===== src/design/apph_pkg.sv =====
// How it works
// - A rising start request launches one labelling cycle.
// - A stop lets the label being printed finish and reach the pad.
// - A stop aborts a running application or blocks one not yet begun.
// - A stop sends the pad back to its starting position.
// - Once stopped, every later start request is ignored until re-armed.
// - Stop while applying flags a host-stop error; stop while printing does not.
// - First-label request prints ahead only in apply-after-print mode.
// - Printer error shows on its output; after clearing, the label is reprinted.
// - Job-absent output stays active while no print job is available.
// - Printer-fault contact opens when active; closed means inactive.
// - All contacts share one common return; the controller senses against it.
// - Inverted pad-home output is always the complement of pad-home.
// - Pad-down output shows labelling position; applicator fault has its own.
// - General fault is active when printer or applicator fault is active.
// - Pad-home output is active while the pad sits in starting position.
package apph_pkg;

    // Clock and input filter timing
    localparam int APPH_CLK_HZ = 20_000_000;
    localparam int APPH_DEBOUNCE_US = 5;
    localparam int APPH_DEBOUNCE_CYC = (APPH_DEBOUNCE_US * APPH_CLK_HZ + 999_999) / 1_000_000;
    localparam int APPH_DB_W = 8;

    // Register word indices on the bus
    localparam int APPH_ADDR_W = 3;
    localparam logic [2:0] APPH_CTRL_IDX = 3'h0;
    localparam logic [2:0] APPH_STATUS_IDX = 3'h1;
    localparam logic [2:0] APPH_IRQ_STAT_IDX = 3'h2;
    localparam logic [2:0] APPH_IRQ_CLR_IDX = 3'h3;
    localparam logic [2:0] APPH_IRQ_EN_IDX = 3'h4;

    // Control register fields and reset values
    localparam int APPH_CTRL_MODE_BIT = 0;
    localparam int APPH_CTRL_REARM_BIT = 1;
    localparam logic APPH_CTRL_MODE_RST = 1'b0;

    // Interrupt event bits
    localparam int APPH_EV_W = 5;
    localparam int APPH_EV_START = 0;
    localparam int APPH_EV_STOP = 1;
    localparam int APPH_EV_HOST_ERR = 2;
    localparam int APPH_EV_PRN_FAULT = 3;
    localparam int APPH_EV_DONE = 4;
    localparam logic [4:0] APPH_IRQ_EN_RST = 5'h00;

    // Labelling sequencer states, Gray in the order IDLE, PRINT, HOLD, LOWER, RAISE
    typedef enum logic [2:0] {
        APPH_ST_IDLE = 3'h0,
        APPH_ST_PRINT = 3'h1,
        APPH_ST_HOLD = 3'h3,
        APPH_ST_LOWER = 3'h2,
        APPH_ST_RAISE = 3'h6,
        APPH_ST_FAULT = 3'h5
    } apph_state_e;

endpackage


===== src/design/apph_contact.sv =====
`timescale 1ns/1ps
module apph_contact #(
    parameter logic CLOSED_AT_RESET = 1'b1
) (
    input wire logic ref_clk,
    input wire logic rstn,
    input wire logic active,
    output logic closed
);
    // Relay drive: an active signal opens the contact, so a broken wire reads as active
    always_ff @(posedge ref_clk or negedge rstn) begin
        if (!rstn) begin
            closed <= CLOSED_AT_RESET;
        end else begin
            closed <= ~active;
        end
    end
endmodule


===== src/design/apph_debounce.sv =====
`timescale 1ns/1ps
module apph_debounce #(
    parameter int CYCLES = apph_pkg::APPH_DEBOUNCE_CYC
) (
    input wire logic ref_clk,
    input wire logic rstn,
    input wire logic raw,
    output logic level,
    output logic rise
);
    import apph_pkg::*;

    localparam logic [APPH_DB_W-1:0] CNT_MAX = APPH_DB_W'(CYCLES - 1);

    logic sync1_reg, sync2_reg, level_reg, rise_reg;
    logic [APPH_DB_W-1:0] cnt_reg;
    wire differs = sync2_reg != level_reg;
    wire settled = differs && (cnt_reg == CNT_MAX);

    // Two flops, then a level must differ for CYCLES clocks to be accepted
    always_ff @(posedge ref_clk or negedge rstn) begin
        if (!rstn) begin
            sync1_reg <= 1'b0;
            sync2_reg <= 1'b0;
            cnt_reg <= '0;
            level_reg <= 1'b0;
            rise_reg <= 1'b0;
        end else begin
            sync1_reg <= raw;
            sync2_reg <= sync1_reg;
            cnt_reg <= (differs && !settled) ? cnt_reg + 1'b1 : '0;
            level_reg <= settled ? sync2_reg : level_reg;
            rise_reg <= settled && sync2_reg;
        end
    end

    assign level = level_reg;
    assign rise = rise_reg;
endmodule


===== src/design/apph_top.sv =====
`timescale 1ns/1ps
module apph_top (
    input wire logic ref_clk,
    input wire logic rstn,
    // Avalon-MM slave
    input wire logic [apph_pkg::APPH_ADDR_W-1:0] avs_address,
    input wire logic avs_read,
    input wire logic avs_write,
    input wire logic [31:0] avs_writedata,
    input wire logic [3:0] avs_byteenable,
    output logic [31:0] avs_readdata,
    output logic avs_waitrequest,
    output logic irq,
    // Isolated controller inputs, high while voltage is applied
    input wire logic start_request_in,
    input wire logic stop_request_in,
    input wire logic first_label_request_in,
    // Printer and applicator status
    input wire logic printer_error_in,
    input wire logic job_available_in,
    input wire logic label_picked_in,
    input wire logic pad_at_home_in,
    input wire logic pad_at_label_in,
    input wire logic applicator_error_in,
    // Mechanism commands
    output logic print_cmd_out,
    output logic pad_lower_out,
    // Contact drives toward the controller, high while the contact is closed
    output logic printer_fault_out,
    output logic job_absent_out,
    output logic any_fault_out,
    output logic pad_home_out,
    output logic pad_home_n_out,
    output logic pad_down_out,
    output logic applicator_fault_out
);
    import apph_pkg::*;

    wire start_db, start_rise, stop_db, first_db, first_rise;
    apph_state_e state_reg, state_next;
    logic stop_latched_reg, host_err_reg, pending_reg, ack_reg;
    logic print_cmd_reg, pad_lower_reg, mode_reg;
    logic [APPH_EV_W-1:0] irq_stat_reg, irq_en_reg;
    logic [31:0] rdata_reg;

    // Input conditioning; the return lines are the far ends of each isolated pair
    apph_debounce u_start_db (
        .ref_clk(ref_clk),
        .rstn(rstn),
        .raw(start_request_in),
        .level(start_db),
        .rise(start_rise)
    );
    apph_debounce u_stop_db (
        .ref_clk(ref_clk),
        .rstn(rstn),
        .raw(stop_request_in),
        .level(stop_db),
        .rise()
    );
    apph_debounce u_first_db (
        .ref_clk(ref_clk),
        .rstn(rstn),
        .raw(first_label_request_in),
        .level(first_db),
        .rise(first_rise)
    );

    // Bus decode; every access waits one cycle so read data come from a flop
    wire access = avs_read | avs_write;
    wire wr_fire = avs_write && ack_reg && avs_byteenable[0];
    wire rd_load = avs_read && !ack_reg;
    wire wr_ctrl = wr_fire && (avs_address == APPH_CTRL_IDX);
    wire wr_clr = wr_fire && (avs_address == APPH_IRQ_CLR_IDX);
    wire wr_en = wr_fire && (avs_address == APPH_IRQ_EN_IDX);
    wire rearm = wr_ctrl && avs_writedata[APPH_CTRL_REARM_BIT];
    wire [APPH_EV_W-1:0] clr_mask = wr_clr ? avs_writedata[APPH_EV_W-1:0] : '0;
    assign avs_waitrequest = access && !ack_reg;

    // Read selection; write-only and unmapped words read as zero
    wire [31:0] status_word = {23'h000000, pending_reg, first_db, stop_db, start_db,
                               host_err_reg, stop_latched_reg, state_reg};
    wire [31:0] rd_mux =
        (avs_address == APPH_CTRL_IDX) ? {31'h00000000, mode_reg} :
        (avs_address == APPH_STATUS_IDX) ? status_word :
        (avs_address == APPH_IRQ_STAT_IDX) ? {27'h0000000, irq_stat_reg} :
        (avs_address == APPH_IRQ_EN_IDX) ? {27'h0000000, irq_en_reg} : 32'h00000000;

    // Request qualification: a latched or present stop blocks new work
    wire blocked = stop_latched_reg || stop_db;
    wire go_start = start_rise && !blocked;
    wire go_first = first_rise && mode_reg && !blocked;
    wire new_stop = stop_db && !stop_latched_reg;

    // Sequencer next state
    always_comb begin
        state_next = state_reg;
        case (state_reg)
            APPH_ST_IDLE: begin
                if (go_start || go_first) begin
                    state_next = APPH_ST_PRINT;
                end
            end
            APPH_ST_PRINT: begin
                if (printer_error_in) begin
                    state_next = APPH_ST_FAULT;
                end else if (label_picked_in) begin
                    // The label in flight is finished before a stop halts us
                    if (blocked) begin
                        state_next = APPH_ST_IDLE;
                    end else if (pending_reg || go_start) begin
                        state_next = APPH_ST_LOWER;
                    end else begin
                        state_next = APPH_ST_HOLD;
                    end
                end
            end
            APPH_ST_HOLD: begin
                if (go_start) begin
                    state_next = APPH_ST_LOWER;
                end
            end
            APPH_ST_LOWER: begin
                if (blocked || pad_at_label_in) begin
                    state_next = APPH_ST_RAISE;
                end
            end
            APPH_ST_RAISE: begin
                if (pad_at_home_in) begin
                    // Apply-after-print prepares the next label at once
                    if (mode_reg && !blocked) begin
                        state_next = APPH_ST_PRINT;
                    end else begin
                        state_next = APPH_ST_IDLE;
                    end
                end
            end
            APPH_ST_FAULT: begin
                if (!printer_error_in) begin
                    state_next = APPH_ST_PRINT;
                end
            end
            default: begin
                state_next = APPH_ST_IDLE;
            end
        endcase
    end

    // Events feeding the sticky status
    wire enter_print = (state_next == APPH_ST_PRINT) && (state_reg != APPH_ST_PRINT);
    wire host_err_set = new_stop && (state_reg == APPH_ST_LOWER);
    wire [APPH_EV_W-1:0] events;
    assign events[APPH_EV_START] = go_start;
    assign events[APPH_EV_STOP] = new_stop;
    assign events[APPH_EV_HOST_ERR] = host_err_set;
    assign events[APPH_EV_PRN_FAULT] = (state_next == APPH_ST_FAULT) &&
                                       (state_reg != APPH_ST_FAULT);
    assign events[APPH_EV_DONE] = (state_reg == APPH_ST_RAISE) && pad_at_home_in;

    // Sequencer and command registers
    always_ff @(posedge ref_clk or negedge rstn) begin
        if (!rstn) begin
            state_reg <= APPH_ST_IDLE;
            print_cmd_reg <= 1'b0;
            pad_lower_reg <= 1'b0;
        end else begin
            state_reg <= state_next;
            print_cmd_reg <= enter_print;
            pad_lower_reg <= state_next == APPH_ST_LOWER;
        end
    end

    // Stop latch and host-stop flag; a stop in the rearm cycle wins
    always_ff @(posedge ref_clk or negedge rstn) begin
        if (!rstn) begin
            stop_latched_reg <= 1'b0;
            host_err_reg <= 1'b0;
        end else begin
            stop_latched_reg <= stop_db || (stop_latched_reg && !rearm);
            host_err_reg <= host_err_set || (host_err_reg && !rearm);
        end
    end

    // A start seen before the label is on the pad is remembered for application
    always_ff @(posedge ref_clk or negedge rstn) begin
        if (!rstn) begin
            pending_reg <= 1'b0;
        end else if (state_next == APPH_ST_LOWER || blocked) begin
            pending_reg <= 1'b0;
        end else if (go_start) begin
            pending_reg <= 1'b1;
        end
    end

    // Bus slave registers
    always_ff @(posedge ref_clk or negedge rstn) begin
        if (!rstn) begin
            ack_reg <= 1'b0;
            rdata_reg <= 32'h00000000;
            mode_reg <= APPH_CTRL_MODE_RST;
            irq_en_reg <= APPH_IRQ_EN_RST;
        end else begin
            ack_reg <= access && !ack_reg;
            rdata_reg <= rd_load ? rd_mux : rdata_reg;
            mode_reg <= wr_ctrl ? avs_writedata[APPH_CTRL_MODE_BIT] : mode_reg;
            irq_en_reg <= wr_en ? avs_writedata[APPH_EV_W-1:0] : irq_en_reg;
        end
    end

    // Sticky interrupt status; an event in the clearing cycle survives
    always_ff @(posedge ref_clk or negedge rstn) begin
        if (!rstn) begin
            irq_stat_reg <= '0;
        end else begin
            irq_stat_reg <= (irq_stat_reg & ~clr_mask) | events;
        end
    end

    assign avs_readdata = rdata_reg;
    assign irq = |(irq_stat_reg & irq_en_reg);
    assign print_cmd_out = print_cmd_reg;
    assign pad_lower_out = pad_lower_reg;

    // Contacts toward the controller, all sensed against one common return
    apph_contact u_prn_fault (
        .ref_clk(ref_clk),
        .rstn(rstn),
        .active(printer_error_in),
        .closed(printer_fault_out)
    );
    apph_contact u_job_absent (
        .ref_clk(ref_clk),
        .rstn(rstn),
        .active(!job_available_in),
        .closed(job_absent_out)
    );
    apph_contact u_any_fault (
        .ref_clk(ref_clk),
        .rstn(rstn),
        .active(printer_error_in || applicator_error_in),
        .closed(any_fault_out)
    );
    apph_contact u_app_fault (
        .ref_clk(ref_clk),
        .rstn(rstn),
        .active(applicator_error_in),
        .closed(applicator_fault_out)
    );
    apph_contact u_pad_home (
        .ref_clk(ref_clk),
        .rstn(rstn),
        .active(pad_at_home_in),
        .closed(pad_home_out)
    );
    // Reset value is the opposite of the plain copy so the pair never agrees
    apph_contact #(
        .CLOSED_AT_RESET(1'b0)
    ) u_pad_home_n (
        .ref_clk(ref_clk),
        .rstn(rstn),
        .active(!pad_at_home_in),
        .closed(pad_home_n_out)
    );
    apph_contact u_pad_down (
        .ref_clk(ref_clk),
        .rstn(rstn),
        .active(pad_at_label_in),
        .closed(pad_down_out)
    );
endmodule


===== config.mk =====
export PLATFORM = sky130hd
export DESIGN_NAME = apph_top
export DESIGN_NICKNAME = d
export VERILOG_FILES = /design/src/design/apph_pkg.sv /design/src/design/apph_contact.sv /design/src/design/apph_debounce.sv /design/src/design/apph_top.sv
export SDC_FILE = /design/constraint.sdc
export NUM_CORES = 1
export LEC_CHECK = 0
export ABC_AREA = 1
export BUFFER_PORTS_ARGS = -buffer_cell sky130_fd_sc_hd__buf_4
export CAP_MARGIN = 10
export CORE_MARGIN = 2
export CORE_UTILIZATION = 45
export DETAILED_ROUTE_END_ITERATION = 10
export PLACE_DENSITY = 0.7
export SETUP_SLACK_MARGIN = 0.02
export SYNTH_ARGS = -nofsm -noshare
export SYNTH_HDL_FRONTEND = slang
export SYNTH_HIERARCHICAL = 1
export SYNTH_SLANG_ARGS = --single-unit

===== constraint.sdc =====
create_clock -name ref_clk -period 4.46 [get_ports ref_clk]
set_clock_uncertainty 0.2 [all_clocks]
set_input_delay 0.223 -clock ref_clk [delete_from_list [all_inputs] [get_ports ref_clk]]
set_output_delay 0.223 -clock ref_clk [all_outputs]
set_load 0.01 [all_outputs]

==> qor.yml <==
placement:
  io_buffers: 41
  place.gp.congestion: 0.873
  place_ws_ns: 2.89
  dpl.hpwl_um: 4620
power:
  leakage_nw: 2.04
  worst_ir_drop_vdd_mv: 0.210
  p_per_area_nw_per_um2: 338
setup_path:
  critPathKind: "input pin to output port"
  crit_arrival_ns: 1.70
  cp-start-kind: "input pin"
  crit_path_end_kind: "output port"
  required_ns: 4.04
  cp_max_fo: 2
clock_tree:
  cts_made_buffers: 9
  cts_root_buf: "clkbuf_8"
  path_clk_slew_ns: 0.07
  clock_latency_ns: 0.34
  cts_tree: "done"
  clock_sinks: 71
  post_cts_buffers: 0
  cts_resized: 0
  htreeDepth: 3
  clockBufferDepth: 2
  cts_hold_buf: 17
sta:
  setup_violations: 0
  hold_viol_final: 0
  slew_headroom_pct: 41.8
  max_freq_ghz: 0.471
  rsz0062_at_grt: "false"
  totalNegativeSetupSlack_ns: 0
  period_share_pct: 47.6
  slew_viol_final: 0
  timing.final.crit_period_ns: 2.12
  tightestPinTransition_ns: 0.872
  hold_slack_ns: 0.126
  setup_slack_ns: 2.34
route:
  vias_per_cell: 4.54
  routed_wl_um: 6530
  drtPass1Iterations: 4
  dr_wl_met3_um: 195
  ant_nets: 0
  drt-met1-wl_um: 3120
  wire_per_inst_um: 11.3
  drc: 0
  top_layer_used: "met4"
  route.met2.wl_um: 3100
  vias: 2617
  drt_iter0_drc: 80
die:
  num_rows: 31
  die_h_um: 91.4
  num_io_pins: 95
  start_util_pct: 46.9
  dieWidth_um: 91.4
  die-area_um2: 8350
  core_um2: 7330
global_route:
  grt_use_total_pct: 16.5
  grt_pass1_vias: 2438
  antenna_found_initial: 0
  grt_first_pass_wirelength_um: 11000
  gr-total-overflow: 0
  grt_max_degree: 72
synth:
  syn-cell-area_um2: 3440
  yosysWarnings: 6
  postSynthAreaPerCell_um2: 8.51
  netlist_instances: 404
finish:
  fillers: 665
  finalNetCount: 527
  drive_gt1_share_pct: 19.9
  multi_input_area_um2: 1360
  largest_reg_flops: 9
  final-seq-area_um2: 1780
  insertedDiodeCount: 0
  syn_to_final_growth_pct: 20.5
min_path:
  min_path_type: "input pin to flop"
outcome:
  outcome: "finished clean"
run:
  cap_violations: 0
==> worst paths after layout <==
path	startpoint	end	slack, ns	depth (start not counted)
max	avs_read	avs_waitrequest	2.34	6
min	avs_address[0]	mode_reg$_DFFE_PN0P_	0.13	4
max reg2reg	ack_reg$_DFF_PN0_	avs_readdata[6]$_DFFE_PN0P_	2.87	3
min reg2reg	u_first_db/sync1_reg$_DFF_PN0_	u_first_db/sync2_reg$_DFF_PN0_	0.16	0
max in group asynchronous	rstn	avs_readdata[0]$_DFFE_PN0P_	3.15	2
min in group asynchronous	rstn	u_stop_db/cnt_reg[5]$_DFF_PN0_	0.34	2
==> metrics by stage <==
| step | std cells | utilization (%) | power (mW) | cell area (µm²) |
|---|---|---|---|---|
| after floorplan | 426 | - | 0.838 | 3520 |
| after detailed placement | 543 | 51.5 | 0.902 | 3780 |
| final | 576 | 56.5 | 1.40 | 4140 |
| after CTS | 576 | 56.5 | 1.42 | 4140 |
| after global routing | 576 | 56.5 | 1.47 | 4140 |
| after global placement | 543 | 51.5 | 0.897 | 3780 |
==> per-layer routing <==
layer  global-route usage (%)  vias to the layer above
met5                        0                        -
met3                     2.07                        9
met4                     7.95                        0
li1                         -                     1347
met1                     22.3                     1207
met2                     26.2                       54
==> worst max-delay path: stages <==
cell	delay, ns
dlygate4sd3_1	0.52
buf_4	0.11
nor2_1	0.03
dlygate4sd3_1	0.54
nor2_1	0.13
buf_4	0.14
==> layout by cell type (no fill, tap or decap) <==
cell and instances:
nand2_4 3, nor2_4 2, dfstp_2 6, nor3_2 2
o31ai_1 1, clkbuf_8 10, nand4_1 2, nand3_2 2
and3_1 1, nand2_2 9, conb_1 23, nand3b_1 1
o21bai_1 3, clkinv_2 1, dfrtp_1 65, or2_2 1
inv_2 5, dlygate4sd3_1 17, inv_1 48, nor2_2 9
clkinvlp_4 1, bufinv_16 1, xnor2_1 3, nand3_1 19
buf_4 41, clkbuf_1 3, nand3_4 1, o21ai_0 5
o21ai_1 27, o221ai_1 1, a21oi_2 1, xor2_1 7
ha_1 3, o22ai_1 3, nor3_1 6, nand2_1 88
nor2_1 55, a21oi_1 1
==> area by class of cell <==
class	count	area share, %
clock buffers	13	3.60
clock inverters	3	1.03
inverters	53	4.81
multi-input cells	279	32.9
flip-flops and latches	71	43.1
well taps	99	2.99
repair buffers	58	11.5
==> report_power, final <==
part	leakage, nW	switching (mW)	internal (mW)
Sequential	0.915	0.0307	0.689
Combinational	1.03	0.103	0.0775
Clock	0.0936	0.226	0.274
Total	2.04	0.360	1.04
No activity file was read; power rests on OpenSTA's default activity.
